<file path="config.mk">
export PLATFORM = sky130hd
export DESIGN_NAME = can_mode_control
export DESIGN_NICKNAME = d
export VERILOG_FILES = /design/src/pkg/can_mode_pkg.sv /design/src/logic/filter_match.sv /design/src/logic/can_mode_control.sv
export SDC_FILE = /design/constraint.sdc
export NUM_CORES = 1
export LEC_CHECK = 0
export ABC_AREA = 1
export ABC_CLOCK_PERIOD_IN_PS = 4400
export BUFFER_PORTS_ARGS = -buffer_cell sky130_fd_sc_hd__buf_2
export CAP_MARGIN = 0
export CORE_ASPECT_RATIO = 0.7
export CORE_UTILIZATION = 31
export CTS_CLUSTER_SIZE = 20
export DETAILED_ROUTE_END_ITERATION = 16
export PLACE_DENSITY = 0.46
export SYNTH_ARGS = -nofsm -noshare
export SYNTH_HDL_FRONTEND = slang
export SYNTH_HIERARCHICAL = 1
export SYNTH_SLANG_ARGS = --single-unit
export TNS_END_PERCENT = 5
</file>
<file path="constraint.sdc">
create_clock -name aclk -period 4.4 [get_ports aclk]
set_clock_uncertainty 0.05 [all_clocks]
set_input_delay 1.32 -clock aclk [delete_from_list [all_inputs] [get_ports aclk]]
set_output_delay 1.32 -clock aclk [all_outputs]
set_load 0.02 [all_outputs]
</file>
<file path="src/pkg/can_mode_pkg.sv">
// Purpose: Shared constants and types for the CAN mode control and filter identifier block
// Assumes: AXI4-Lite register access, 32-bit data, one word per register
// Notes: Register offsets are byte addresses
package can_mode_pkg;
	// Register map
	localparam logic [7:0] ctrl_one_off = 8'h00;
	localparam logic [7:0] status_off = 8'h04;
	localparam logic [7:0] rx_id_off = 8'h08;
	localparam logic [7:0] filter_base_off = 8'h40;
	localparam int filter_count = 16;
	// Control one field positions
	localparam int mode_request_lsb = 8;
	localparam int current_mode_lsb = 5;
	localparam int capture_enable_bit = 3;
	localparam int window_select_bit = 0;
	// Filter identifier field positions
	localparam int filter_sid_lsb = 5;
	localparam int extended_enable_bit = 3;
	localparam int extended_upper_lsb = 0;
	// Reset values
	localparam logic [2:0] mode_request_reset = 3'h4;
	localparam logic [2:0] current_mode_reset = 3'h4;
	localparam logic [15:0] filter_reset = 16'h0000;
	// Cycles a mode change takes to settle
	localparam int mode_settle_cycles = 4;
	// AXI responses
	localparam logic [1:0] resp_okay = 2'h0;
	localparam logic [1:0] resp_slverr = 2'h2;

	typedef enum logic [2:0] {
		mode_normal = 3'h0,
		mode_disabled = 3'h1,
		mode_loopback = 3'h2,
		mode_listen_only = 3'h3,
		mode_config = 3'h4,
		mode_listen_all = 3'h7
	} op_mode_e;

	// Received frame header from the protocol engine
	typedef struct packed {
		logic valid;
		logic extended;
		logic [10:0] filter_standard_id;
		logic [1:0] eid_upper;
	} rx_header_s;

	// One filter's stored identifier
	typedef struct packed {
		logic [10:0] filter_standard_id;
		logic extended_id_enable;
		logic [1:0] eid_upper;
	} filter_id_s;

	// Legal mode codes only; reserved codes fold to configuration
	function automatic op_mode_e decode_mode(input logic [2:0] code);
		unique case (code)
			3'h0: decode_mode = mode_normal;
			3'h1: decode_mode = mode_disabled;
			3'h2: decode_mode = mode_loopback;
			3'h3: decode_mode = mode_listen_only;
			3'h7: decode_mode = mode_listen_all;
			default: decode_mode = mode_config;
		endcase
	endfunction
endpackage

</file>
<file path="src/logic/filter_match.sv">
// Purpose: Compare one received header against all sixteen filter identifiers
// Assumes: Headers come from logic on the same clock
// Notes: Masks are outside this block, so every standard identifier bit is compared; upper bits only for extended headers
`timescale 1ns/1ps
module filter_match #(
	parameter int count = 16
) (
	input wire can_mode_pkg::rx_header_s header,
	input wire can_mode_pkg::filter_id_s [count-1:0] filters,
	input wire logic mask_id_type_enable,
	output logic [count-1:0] hit
);
	import can_mode_pkg::*;

	// Exact compare per filter; type checked only when the mask asks for it
	always_comb begin
		for (int i = 0; i < count; i++) begin
			hit[i] = header.valid && (header.filter_standard_id == filters[i].filter_standard_id);
			if (mask_id_type_enable) begin
				hit[i] = hit[i] && (header.extended == filters[i].extended_id_enable);
			end
			if (header.extended) begin
				hit[i] = hit[i] && (header.eid_upper == filters[i].eid_upper);
			end
		end
	end
endmodule

</file>
<file path="src/logic/can_mode_control.sv">
// Purpose: Mode request and report, capture enable, window select and filter identifier registers
// Assumes: AXI4-Lite slave at 40 MHz, header input from the protocol engine on aclk
// Notes: Mode status changes only after the settle delay completes
// Behaviour
// - Current mode is a read-only three-bit field with listed codes.
// - Codes 101 and 110 are never reported as current mode.
// - Capture enable set gives a capture pulse per received message outside disabled and configuration modes; clear gives none.
// - Stored identifier bits must equal received standard identifier bits to match.
// - Sixteen independent filters, each with identifier, type enable and two upper bits.
//
// The register addresses and register access over AXI4-Lite were left to the implementer.
`timescale 1ns/1ps
module can_mode_control #(
	parameter int filters = can_mode_pkg::filter_count,
	parameter int settle = can_mode_pkg::mode_settle_cycles
) (
	input wire logic aclk,
	input wire logic aresetn,
	input wire logic [7:0] s_axi_awaddr,
	input wire logic s_axi_awvalid,
	output logic s_axi_awready,
	input wire logic [31:0] s_axi_wdata,
	input wire logic [3:0] s_axi_wstrb,
	input wire logic s_axi_wvalid,
	output logic s_axi_wready,
	output logic [1:0] s_axi_bresp,
	output logic s_axi_bvalid,
	input wire logic s_axi_bready,
	input wire logic [7:0] s_axi_araddr,
	input wire logic s_axi_arvalid,
	output logic s_axi_arready,
	output logic [31:0] s_axi_rdata,
	output logic [1:0] s_axi_rresp,
	output logic s_axi_rvalid,
	input wire logic s_axi_rready,
	input wire can_mode_pkg::rx_header_s rx_header,
	input wire logic mask_id_type_enable,
	output can_mode_pkg::op_mode_e current_mode_status,
	output logic window_select,
	output logic capture_event,
	output logic [filters-1:0] filter_hit,
	output logic rx_hit
);
	import can_mode_pkg::*;

	logic [2:0] mode_request_reg;
	op_mode_e current_mode_reg;
	logic receive_capture_enable_reg;
	logic window_reg;
	filter_id_s [filters-1:0] filter_reg;
	logic [2:0] settle_reg;
	logic aw_held_reg, w_held_reg;
	logic [7:0] awaddr_reg;
	logic [31:0] wdata_reg;
	logic [3:0] wstrb_reg;
	logic [13:0] last_id_reg;
	logic [filters-1:0] hit_now;
	logic do_write;
	logic [31:0] rdata_next;
	op_mode_e requested;
	logic rd_err_next;

	assign requested = decode_mode(mode_request_reg);
	assign current_mode_status = current_mode_reg;
	assign window_select = window_reg;

	// Write channel capture; address and data may arrive in either order
	assign s_axi_awready = !aw_held_reg && !s_axi_bvalid;
	assign s_axi_wready = !w_held_reg && !s_axi_bvalid;
	assign do_write = aw_held_reg && w_held_reg && !s_axi_bvalid;

	always_ff @(posedge aclk) begin
		if (!aresetn) begin
			aw_held_reg <= 1'b0;
			w_held_reg <= 1'b0;
			awaddr_reg <= 8'h00;
			wdata_reg <= 32'h00000000;
			wstrb_reg <= 4'h0;
		end else begin
			if (s_axi_awvalid && s_axi_awready) begin
				aw_held_reg <= 1'b1;
				awaddr_reg <= s_axi_awaddr;
			end else if (do_write) begin
				aw_held_reg <= 1'b0;
			end
			if (s_axi_wvalid && s_axi_wready) begin
				w_held_reg <= 1'b1;
				wdata_reg <= s_axi_wdata;
				wstrb_reg <= s_axi_wstrb;
			end else if (do_write) begin
				w_held_reg <= 1'b0;
			end
		end
	end

	// Write response; unmapped or read-only targets answer with an error
	always_ff @(posedge aclk) begin
		if (!aresetn) begin
			s_axi_bvalid <= 1'b0;
			s_axi_bresp <= resp_okay;
		end else if (do_write) begin
			s_axi_bvalid <= 1'b1;
			s_axi_bresp <= (awaddr_reg == ctrl_one_off ||
				(awaddr_reg >= filter_base_off &&
				awaddr_reg < filter_base_off + 8'(4 * filters))) ? resp_okay : resp_slverr;
		end else if (s_axi_bready) begin
			s_axi_bvalid <= 1'b0;
		end
	end

	// Control one writes; byte lane 1 carries the request, lane 0 the rest
	always_ff @(posedge aclk) begin
		if (!aresetn) begin
			mode_request_reg <= mode_request_reset;
			receive_capture_enable_reg <= 1'b0;
			window_reg <= 1'b0;
		end else if (do_write && awaddr_reg == ctrl_one_off) begin
			if (wstrb_reg[1]) begin
				mode_request_reg <= wdata_reg[mode_request_lsb +: 3];
			end
			if (wstrb_reg[0]) begin
				receive_capture_enable_reg <= wdata_reg[capture_enable_bit];
				window_reg <= wdata_reg[window_select_bit];
			end
		end
	end

	// Filter identifier writes; reserved bits are simply not stored
	always_ff @(posedge aclk) begin
		if (!aresetn) begin
			filter_reg <= '0;
		end else if (do_write && awaddr_reg[7:6] == filter_base_off[7:6]) begin
			for (int i = 0; i < filters; i++) begin
				if (awaddr_reg[5:2] == 4'(i)) begin
					if (wstrb_reg[1]) begin
						filter_reg[i].filter_standard_id[10:3] <= wdata_reg[15:8];
					end
					if (wstrb_reg[0]) begin
						filter_reg[i].filter_standard_id[2:0] <= wdata_reg[filter_sid_lsb +: 3];
						filter_reg[i].extended_id_enable <= wdata_reg[extended_enable_bit];
						filter_reg[i].eid_upper <= wdata_reg[extended_upper_lsb +: 2];
					end
				end
			end
		end
	end

	// Mode change waits the settle count before the status follows the request
	always_ff @(posedge aclk) begin
		if (!aresetn) begin
			current_mode_reg <= op_mode_e'(current_mode_reset);
			settle_reg <= 3'h0;
		end else if (requested == current_mode_reg) begin
			settle_reg <= 3'h0;
		end else if (settle_reg == 3'(settle - 1)) begin
			current_mode_reg <= requested;
			settle_reg <= 3'h0;
		end else begin
			settle_reg <= settle_reg + 3'h1;
		end
	end

	filter_match #(
		.count(filters)
	) filter_match_inst (
		.header(rx_header),
		.filters(filter_reg),
		.mask_id_type_enable(mask_id_type_enable),
		.hit(hit_now)
	);

	// Registered match results; disabled and config modes give no hits or captures, but the last id is still taken
	always_ff @(posedge aclk) begin
		if (!aresetn) begin
			filter_hit <= '0;
			rx_hit <= 1'b0;
			capture_event <= 1'b0;
			last_id_reg <= '0;
		end else begin
			if (current_mode_reg == mode_disabled || current_mode_reg == mode_config) begin
				filter_hit <= '0;
				rx_hit <= 1'b0;
				capture_event <= 1'b0;
			end else begin
				filter_hit <= hit_now;
				rx_hit <= |hit_now;
				capture_event <= rx_header.valid && receive_capture_enable_reg;
			end
			if (rx_header.valid) begin
				last_id_reg <= {rx_header.filter_standard_id, rx_header.extended, rx_header.eid_upper};
			end
		end
	end

	// Read mux; reserved bits read zero
	always_comb begin
		rdata_next = 32'h00000000;
		rd_err_next = 1'b0;
		if (s_axi_araddr == ctrl_one_off) begin
			rdata_next[mode_request_lsb +: 3] = mode_request_reg;
			rdata_next[current_mode_lsb +: 3] = current_mode_reg;
			rdata_next[capture_enable_bit] = receive_capture_enable_reg;
			rdata_next[window_select_bit] = window_reg;
		end else if (s_axi_araddr == status_off) begin
			rdata_next[filters-1:0] = filter_hit;
			rdata_next[16] = rx_hit;
		end else if (s_axi_araddr == rx_id_off) begin
			rdata_next[13:0] = last_id_reg;
		end else if (s_axi_araddr[7:6] == filter_base_off[7:6]) begin
			for (int i = 0; i < filters; i++) begin
				if (s_axi_araddr[5:2] == 4'(i)) begin
					rdata_next[15:5] = filter_reg[i].filter_standard_id;
					rdata_next[extended_enable_bit] = filter_reg[i].extended_id_enable;
					rdata_next[1:0] = filter_reg[i].eid_upper;
				end
			end
		end else begin
			rd_err_next = 1'b1;
		end
	end

	assign s_axi_arready = !s_axi_rvalid;

	// Read answer one cycle after the address is taken
	always_ff @(posedge aclk) begin
		if (!aresetn) begin
			s_axi_rvalid <= 1'b0;
			s_axi_rdata <= 32'h00000000;
			s_axi_rresp <= resp_okay;
		end else if (s_axi_arvalid && s_axi_arready) begin
			s_axi_rvalid <= 1'b1;
			s_axi_rdata <= rdata_next;
			s_axi_rresp <= rd_err_next ? resp_slverr : resp_okay; // Error taken with the data so both come from one address
		end else if (s_axi_rready) begin
			s_axi_rvalid <= 1'b0;
		end
	end

	// Status never shows a reserved code
	mode_legal_a: assert property (@(posedge aclk) disable iff (!aresetn)
		current_mode_reg != 3'h5 && current_mode_reg != 3'h6)
		else $error("reserved mode code reported");

	// Status follows a stable request within the settle time
	mode_follow_a: assert property (@(posedge aclk) disable iff (!aresetn)
		(requested != current_mode_reg) [*4] |=> current_mode_reg == $past(requested))
		else $error("mode status did not follow request");

	// Status never jumps without a pending request
	mode_hold_a: assert property (@(posedge aclk) disable iff (!aresetn)
		$changed(current_mode_reg) |-> current_mode_reg == $past(requested))
		else $error("mode status changed without request");

	// Disable request code 1 decodes to the disabled mode
	request_map_a: assert property (@(posedge aclk) disable iff (!aresetn)
		mode_request_reg == 3'h1 |-> requested == mode_disabled)
		else $error("disable request decoded wrongly");

	// Capture pulse only with the enable set and a message seen
	capture_gate_a: assert property (@(posedge aclk) disable iff (!aresetn)
		capture_event |-> $past(receive_capture_enable_reg) && $past(rx_header.valid))
		else $error("capture without enable or message");

	// Enabled reception in normal mode gives a capture
	capture_fire_a: assert property (@(posedge aclk) disable iff (!aresetn)
		rx_header.valid && receive_capture_enable_reg && current_mode_reg == mode_normal |=> capture_event)
		else $error("capture missed");

	// A hit needs an exact identifier match; filter three is the one software programs first
	hit_exact_a: assert property (@(posedge aclk) disable iff (!aresetn)
		filter_hit[3] |-> $past(rx_header.filter_standard_id) == $past(filter_reg[3].filter_standard_id))
		else $error("filter hit with mismatched identifier");

	// Filters are independent: writing one leaves another unchanged
	filter_indep_a: assert property (@(posedge aclk) disable iff (!aresetn)
		do_write && awaddr_reg == filter_base_off + 8'h0c |=> $stable(filter_reg[4]))
		else $error("filter write leaked to neighbour");
endmodule

</file>
Word level (Yosys, flattened, before mapping):

Cells that the tools add are included.

* logic and storage cells: 401
* register bits after elaboration: 318
* output and inout port bits: 63

* equality and inequality tests: 90
* mux-type cells: 111
* reduce and logical (&&, ||, !) cells: 112
* bitwise gates (word level): 2
* $lt $le $gt $ge: 2
* add/sub/neg operators: 1

Operators with widths (number)
* $mux W11: 17
* $eq A11 B11 Y1: 16
* $reduce_and A3 Y1: 32
* $mux W1: 67
* $eq A4 B4 Y1 const B: 16
* $logic_and A1 B1 Y1: 59
* $mux W2: 22
* $eq A2 B2 Y1: 16
* $eq A4 B3 Y1 const B: 8
* $eq A1 B1 Y1: 16
* $eq A4 B2 Y1 const B: 4
* $logic_not A8 Y1: 2
* $mux W16: 1
* $reduce_or A16 Y1: 1
* $pmux W3 S5: 1
* $mux W6: 2
* $eq A3 B2 Y1 const B: 3
* $mux W9: 1
* $eq A4 B1 Y1 const B: 2
* $eq A8 B3 Y1 const B: 1
* $eq A8 B4 Y1 const B: 1
* $ge A8 B7 Y1 const B: 1
* $logic_not A4 Y1: 2
* $lt A8 B8 Y1 const B: 1
* other kinds (13): 26

Logic depth before layout (Yosys ltp):

Gate-level depths: netlist of run 1.

* depth in word-level cells: 21
* depth in mapped cells: 17
* mapped depth without buffers: 17

Hierarchy:

Netlist of run 1, hierarchy kept.

By module, submodules not included
* can_mode_control: cells each 2001, area each 13533.0 µm², instances 1, seq. area each 6286.0 µm²
* filter_match: cells each 894, area each 4091.4 µm², instances 1, seq. area each 0.0 µm²

Worst setup path after synthesis of run 1:

No wires, ideal clock.

* path type: input to register
* start point: input port s_axi_araddr[5]
* end point: register s_axi_rdata[10]
* data arrival time: 2.549 ns
* library setup time: 0.132 ns
* slack: 1.669 ns
* required time: 4.218 ns
* stages on the path: 11
* cells stage by stage: inv_1 > nand2_1 > nor3_1 > nand2_1 > nor2_2 > inv_2 > clkbuf_1 > nor2_1 > nor2_1 > nand2_1 > a21oi_1

* cells in the longest elaborated chain, start to end: 21

Ends and longest elaborated chain
* from (decl): line can_mode_control.sv:29 `input wire logic [7:0] s_axi_araddr,`
* $logic_not A4 Y1: line can_mode_control.sv:211 `if (s_axi_araddr[5:2] == 4'(i)) begin`
* $mux W11 (16 in a row): line can_mode_control.sv:211
* $mux W11: line can_mode_control.sv:209 `end else if (s_axi_araddr[7:6] == filter_base_off[7:6]) begin`
* $mux W9: line can_mode_control.sv:207 `end else if (s_axi_araddr == rx_id_off) begin`
* $mux W16: line can_mode_control.sv:204 `end else if (s_axi_araddr == status_off) begin`
* $mux W6 *: line can_mode_control.sv:199 `if (s_axi_araddr == ctrl_one_off) begin`
* to (signal assigned): line can_mode_control.sv:232 `s_axi_rdata <= rdata_next;`
* to (decl): line can_mode_control.sv:32 `output logic [31:0] s_axi_rdata,`

Every way passes the cells marked *; elsewhere a longest branch is shown, timed or not.
A chain may end at the register's enable or synchronous reset.

Final worst setup path of run 1:

* start point: input port s_axi_araddr[3]
* end point: register s_axi_rdata[9]

Same word-level chain as after synthesis.

==> flow_summary.yaml, run 1 <==
run_status:
  status: "finished, final reports clean"
detailed_routing:
  drc_errors: 0
  wl_per_cell_um: 20.7
  drtPass1Iterations: 6
  via_count: 18400
  wl_um: 76500
  via_per_inst: 4.97
  initialDrtViolationCount: 2219
  ant_nets: 0
worst_setup_path:
  r2r_slack_ns: 1.81
  crit_required_ns: 4.72
  path_max_fanout: 5
  critPathKind: "primary input to flop"
  worst_r2r_endpoint: "filter_reg[149]$_SDFFE_PN0P_"
  cp.arrival_ns: 3.55
  reg2reg_depth: 9
  endpoint_kind: "flop"
  cp-start-kind: "primary input"
  worstReg2RegStart: "aw_held_reg$_SDFFE_PN0P_"
logic_synthesis:
  yosysMostFrequentCell: "nor2_1"
  syn_avg_cell_area_um2: 6.09
  synthTopCellsByCount: "726 x nor2_1, 663 x nand2_1, 320 x inv_1, 314 x dfxtp_1, 286 x o21ai_0"
  ys_ff_latch: 314
  synth-edff-count: 0
  synth_top_area_frac: 0.357
  synth_cells: 2895
  synth_cell_types: 34
  async_flop_share: 0
  synth_ff_type: "dfxtp_1"
  synth_area_leaders: "dfxtp_1 36%, nor2_1 15%, nand2_1 14%"
  syn_area_um2: 17600
  yosys.area.top_type: "dfxtp_1"
  synth-warning-count: 6
  yosysSeqAreaShare: 0.357
layout:
  syn_to_final_growth_pct: 11.7
  utilization: 0.354
  fillers: 6134
  nets: 3008
  largest_register_ffs: 224
  drive_gt1_frac: 0.0816
  final-instance-count-excl-fill: 3695
global_route:
  grt_max_degree: 120
  grt_pass1_wl_um: 111000
  grt-ovfl-total: 0
  top_usage_layer: "met1"
  grt.total_usage: 0.262
  grt_pass1_vias: 16400
  grt.met3_usage: 0.0728
  antenna_found_initial: 5
  grtUsageMet1: 0.425
  grt_use_met2: 0.323
die:
  die_x_um: 287
  fp.dieH_um: 201
  start_util: 0.317
  rows: 72
  io-pin-count: 138
  core_area_um2: 55700
  die-area_um2: 57800
sta:
  fin_crit_ns: 3.23
  finalMaxSlewViolations: 0
  hold_viol: 0
  setup_viol: 0
  relSlewSlack: 0.193
  fmax_mhz: 310
  period_share: 0.734
  worst_pin_slew_ns: 1.21
  grt_setup_unrepaired: "false"
  setup_tns_ns: 0
worst_hold_path:
  hold_end: "settle_reg[0]$_SDFF_PP0_"
  hold_path.class: "flop to flop"
  hold_depth: 1
  worstHoldStart: "settle_reg[0]$_SDFF_PP0_"
clocking:
  hold_buffers: 0
  clock_latency_ns: 0.55
  cts_tree: "done"
  path_clk_slew_ns: 0.06
  htree_levels: 2
  numCtsBuffers: 36
  cts_buffer_depth: 3
  cts_resized: 0
  cts_setup_buffers: 0
  cts_root_buf: "clkbuf_16"
  cts_sinks: 314
placed_design:
  routabilityCongestion: 0.950
  dp.cells: 3633
  io_buffers: 100
  dp_hpwl_um: 56600
power:
  powerDensity_nw_per_um2: 341
  switchingPower_mw: 1.87
  seqPwrFrac: 0.444
  vdd_drop_max_mv: 0.219
  combPwrFrac: 0.095
  clkPwrFrac: 0.461
  p_sw_frac: 0.279
  p_leak_nw: 8.82
  intPower_mw: 4.85
run:
  drv_cap: 0
==> routing by layer <==
metal  share of wire  vias to the layer above
met1            0.52                     8502
li1                -                     8973
met3            0.11                       91
met4           0.023                        2
met5         0.00014                        -
met2            0.35                      784
==> critical path, cell delays in order <==
cell	delay, ns
buf_2	0.20
inv_2	0.09
nand2_2	0.16
nor2_1	0.17
nand2_1	0.09
nand4_1	0.19
nor2_1	0.28
nand4_1	0.14
nand2_1	0.11
nand4_1	0.10
nor2_1	0.15
nand3_1	0.09
nand2_1	0.07
nand2_1	0.06
nand2_1	0.21
a21oi_1	0.11
==> power groups by stage <==
| stage | Clock [mW] | Combinational, mW | Sequential (mW) |
|---|---|---|---|
| floorplan | 0 | 0.450 | 2.96 |
| global placement | 0 | 0.616 | 3.04 |
| detailed placement | 0 | 0.620 | 3.05 |
| CTS | 3.16 | 0.622 | 2.98 |
| global route | 3.29 | 0.687 | 2.98 |
| finish | 3.10 | 0.636 | 2.98 |
==> worst max path at each step <==
| stage | start | endpoint |
|---|---|---|
| floorplan | s_axi_araddr[5] | s_axi_rdata[10]$_SDFFE_PN0P_ |
| global placement | s_axi_araddr[3] | s_axi_rdata[9]$_SDFFE_PN0P_ |
| detailed placement | s_axi_araddr[3] | s_axi_rdata[9]$_SDFFE_PN0P_ |
| CTS | s_axi_araddr[3] | s_axi_rdata[9]$_SDFFE_PN0P_ |
| global route | s_axi_araddr[3] | s_axi_rdata[9]$_SDFFE_PN0P_ |
| finish | s_axi_araddr[3] | s_axi_rdata[9]$_SDFFE_PN0P_ |
==> final cells by class <==
type / count / area (um^2) / share of cell area
flip-flops and latches: 314 / 6290 / 0.319
inverters: 344 / 1310 / 0.0664
clock buffers: 48 / 1020 / 0.0517
repair buffers: 135 / 782 / 0.0397
clock inverters: 12 / 154 / 0.00782
diodes: 2 / 5.00 / 0.000254
well taps: 740 / 926 / 0.0470
multi-input cells: 2100 / 9210 / 0.468
==> stage by stage <==
step	area, um^2	total power [mW]	worst slack [ns]	hold WS, ns
floorplan	17700	3.41	1.67	0.349
global placement	18500	3.66	0.710	0.357
detailed placement	18500	3.67	0.705	0.367
CTS	19700	6.77	1.27	0.375
global route	19700	6.96	1.10	0.420
finish	19700	6.72	1.17	0.371
==> cell usage in the layout (no fill, tap or decap), drive strengths merged <==
master    instances
nand2           669
conb             17
bufinv            3
clkinv            6
o21a              1
xnor2            60
nand3            82
nor3             11
ha                2
or2              19
a221oi            1
nand4            38
a21oi           133
o21ai           292
o22ai            19
dfxtp           314
diode             2
inv             344
xor2             14
nor2            736
clkinvlp          3
nor4              5
a41oi             1
clkbuf           48
buf             135
==> kinds of logic after synthesis <==
group / synth area share
AO/OA/AOI/OAI: 0.129
XOR/XNOR: 0.0368
flip-flops: 0.357
buffers and inverters: 0.124
adder cells (fa/ha/maj): 0.00142
AND/OR/NAND/NOR: 0.352
other: 0.000213
No activity file was read; power rests on OpenSTA's default activity.
==> run 2, diff against run 1 <==
--- a/config.mk
+++ b/config.mk
@@ -6,14 +6,14 @@
 export NUM_CORES = 1
 export LEC_CHECK = 0
 export ABC_AREA = 1
-export ABC_CLOCK_PERIOD_IN_PS = 4400
+export ABC_CLOCK_PERIOD_IN_PS = 2800
 export BUFFER_PORTS_ARGS = -buffer_cell sky130_fd_sc_hd__buf_2
 export CAP_MARGIN = 0
 export CORE_ASPECT_RATIO = 0.7
 export CORE_UTILIZATION = 31
 export CTS_CLUSTER_SIZE = 20
 export DETAILED_ROUTE_END_ITERATION = 16
-export PLACE_DENSITY = 0.46
+export PLACE_DENSITY = 0.47
 export SYNTH_ARGS = -nofsm -noshare
 export SYNTH_HDL_FRONTEND = slang
 export SYNTH_HIERARCHICAL = 1
==> constraint.sdc (replaced) <==
create_clock -name aclk -period 2.8 [get_ports aclk]
set_clock_uncertainty 0.05 [all_clocks]
set_input_delay 0.84 -clock aclk [delete_from_list [all_inputs] [get_ports aclk]]
set_output_delay 0.84 -clock aclk [all_outputs]
set_load 0.02 [all_outputs]
==> run 2 against run 1 <==
Effect of this change:
- sequential power grew 56%
- sequential share of layout area shrank 1.5 points
- via count grew 1.4%
- critical endpoint unchanged
- largest power group unchanged
==> flow_summary.yaml, run 2 (same netlist as run 1, synthesis figures left out) <==
worst_setup_path:
  cp-start-kind: "primary input"
  cp_cell_sequence: "buf_2 -> nor2_4 -> buf_4 -> nand3_1 -> nand4_1 -> nor2_1 -> nand4_1 -> nand2_1 -> nand4_1 -> nor2_1 -> nand3_1 -> nand2_1 -> nand2_1 -> nand2_1 -> a21oi_1"
  endpoint_kind: "flop"
  critPathKind: "primary input to flop"
  worstReg2RegStart: "aw_held_reg$_SDFFE_PN0P_"
  crit_cells: 15
  path_common_cell: "nand2_1"
  critPathBufInv: 2
  r2r_slack_ns: 0.47
  path_max_fanout: 5
  critPathLaunch: "s_axi_araddr[2]"
  endpoint: "s_axi_rdata[9]$_SDFFE_PN0P_"
  crit_required_ns: 3.17
  critPathTopFamily: "simple AND/OR/NAND/NOR gates"
  slowest_stage: "nand4_1"
  max_stage_delay_ns: 0.31
  reg2reg_depth: 9
  worst_r2r_endpoint: "filter_reg[110]$_SDFFE_PN0P_"
  cp.arrival_ns: 2.79
clocking:
  cts_buffer_depth: 3
  path_clk_slew_ns: 0.06
  cts_setup_buffers: 0
  cts_sinks: 314
  htree_levels: 2
  numCtsBuffers: 35
  cts_tree: "done"
  cts_root_buf: "clkbuf_16"
  cts_resized: 0
  clock_latency_ns: 0.54
  hold_buffers: 0
die:
  fp.dieH_um: 201
  die_x_um: 287
  die-area_um2: 57800
  io-pin-count: 138
  rows: 72
  core_area_um2: 55700
  start_util: 0.317
sta:
  fin_crit_ns: 2.42
  worst_pin_slew_ns: 1.13
  period_share: 0.866
  finalMaxSlewViolations: 0
  fmax_mhz: 413
  grt_setup_unrepaired: "false"
  relSlewSlack: 0.248
  hold_viol: 0
  setup_ws_ns: 0.376
  setup_viol: 0
detailed_routing:
  ant_nets: 0
  via_per_inst: 4.91
  drtPass1Iterations: 6
  drc_errors: 0
  initialDrtViolationCount: 2462
  via_count: 18600
  wl_um: 75800
  wl_per_cell_um: 20.0
global_route:
  grt.met3_usage: 0.0687
  grt.total_usage: 0.260
  grt_use_met2: 0.326
  antenna_found_initial: 2
  grt-ovfl-total: 0
  grt_pass1_vias: 16600
  top_usage_layer: "met1"
  grtUsageMet1: 0.427
  grt_pass1_wl_um: 111000
  grt_max_degree: 114
worst_hold_path:
  hold_path.class: "flop to flop"
layout:
  utilization: 0.370
  nets: 3106
  final_common_cell: "nor2_1"
  fillers: 6032
  syn_to_final_growth_pct: 17.0
  final_cell_mix: "725 x nor2_1, 663 x nand2_1, 320 x inv_1"
  largest_register_ffs: 224
  drive_gt1_frac: 0.110
  diodes: 0
power:
  vdd_drop_max_mv: 0.349
  p_leak_nw: 9.39
  fin_total_pwr_mw: 10.9
  powerDensity_nw_per_um2: 528
placed_design:
  place_ws_ns: -0.121
  routabilityCongestion: 0.944
  io_buffers: 100
  dp_hpwl_um: 58100
run:
  drv_cap: 0
run_status:
  status: "finished, final reports clean"
[run 2: changes by cell type in the layout (fill, tap and decap cells not counted), sizes merged]
| cell | previous run | this run |
|---|---|---|
| clkbuf | 48 | 50 |
| clkinv | 6 | 2 |
| inv | 344 | 345 |
| diode | 2 | 0 |
| bufinv | 3 | 6 |
| buf | 135 | 234 |
| clkinvlp | 3 | 0 |
[run 2: worst register-to-register path, stage by stage (launching register included)]
cell	delay (ns)
dfxtp_1	0.35
nand2_1	0.06
nor2_1	0.16
nand2_1	0.10
nor2_1	0.13
inv_2	0.15
nor2_1	0.49
inv_1	0.39
o21ai_0	0.26
a21oi_1	0.06
[run 2: power breakdown]
part,internal (mW),switching [mW],total (mW),leakage [nW]
logic,0.333,0.766,1.10,6.25
clock network,3.10,2.04,5.14,0.599
registers,4.52,0.126,4.65,2.54
[run 2: per-layer routing]
metal	share of wire	vias up
met2	0.35	835
met4	0.017	4
met1	0.52	8514
met5	0.00029	-
met3	0.11	89
li1	-	9175
[run 2: cell type report]
type                       instances  area, um^2  area share
inverter                         344        1310      0.0634
timing repair buffer             234        1660      0.0807
tap                              740         926      0.0449
multi-input combinational       2100        9210       0.447
clock inverter                     9         203     0.00983
clock buffer                      50        1020      0.0497
sequential                       314        6290       0.305
[run 2: worst min path at each step]
stage / cells after the start / to / slack, ns / startpoint
final: 1 / settle_reg[0]$_SDFF_PP0_ / 0.37 / settle_reg[0]$_SDFF_PP0_
after global routing: 1 / settle_reg[0]$_SDFF_PP0_ / 0.40 / settle_reg[0]$_SDFF_PP0_
after CTS: 1 / settle_reg[0]$_SDFF_PP0_ / 0.37 / settle_reg[0]$_SDFF_PP0_
after detailed placement: 1 / settle_reg[0]$_SDFF_PP0_ / 0.36 / settle_reg[0]$_SDFF_PP0_
after global placement: 1 / settle_reg[0]$_SDFF_PP0_ / 0.36 / settle_reg[0]$_SDFF_PP0_
after floorplan: 1 / settle_reg[0]$_SDFF_PP0_ / 0.35 / settle_reg[0]$_SDFF_PP0_
[run 2: stage by stage]
| step | cells | hold WS [ns] | setup TNS [ns] | instance area (um^2) |
|---|---|---|---|---|
| detailed placement | 3732 | 0.363 | -0.378 | 19400 |
| global placement | 3732 | 0.358 | -0.401 | 19400 |
| finish | 3791 | 0.371 | 0 | 20600 |
| global route | 3791 | 0.404 | 0 | 20600 |
| CTS | 3791 | 0.372 | 0 | 20600 |
| floorplan | 2911 | 0.349 | 0 | 17700 |
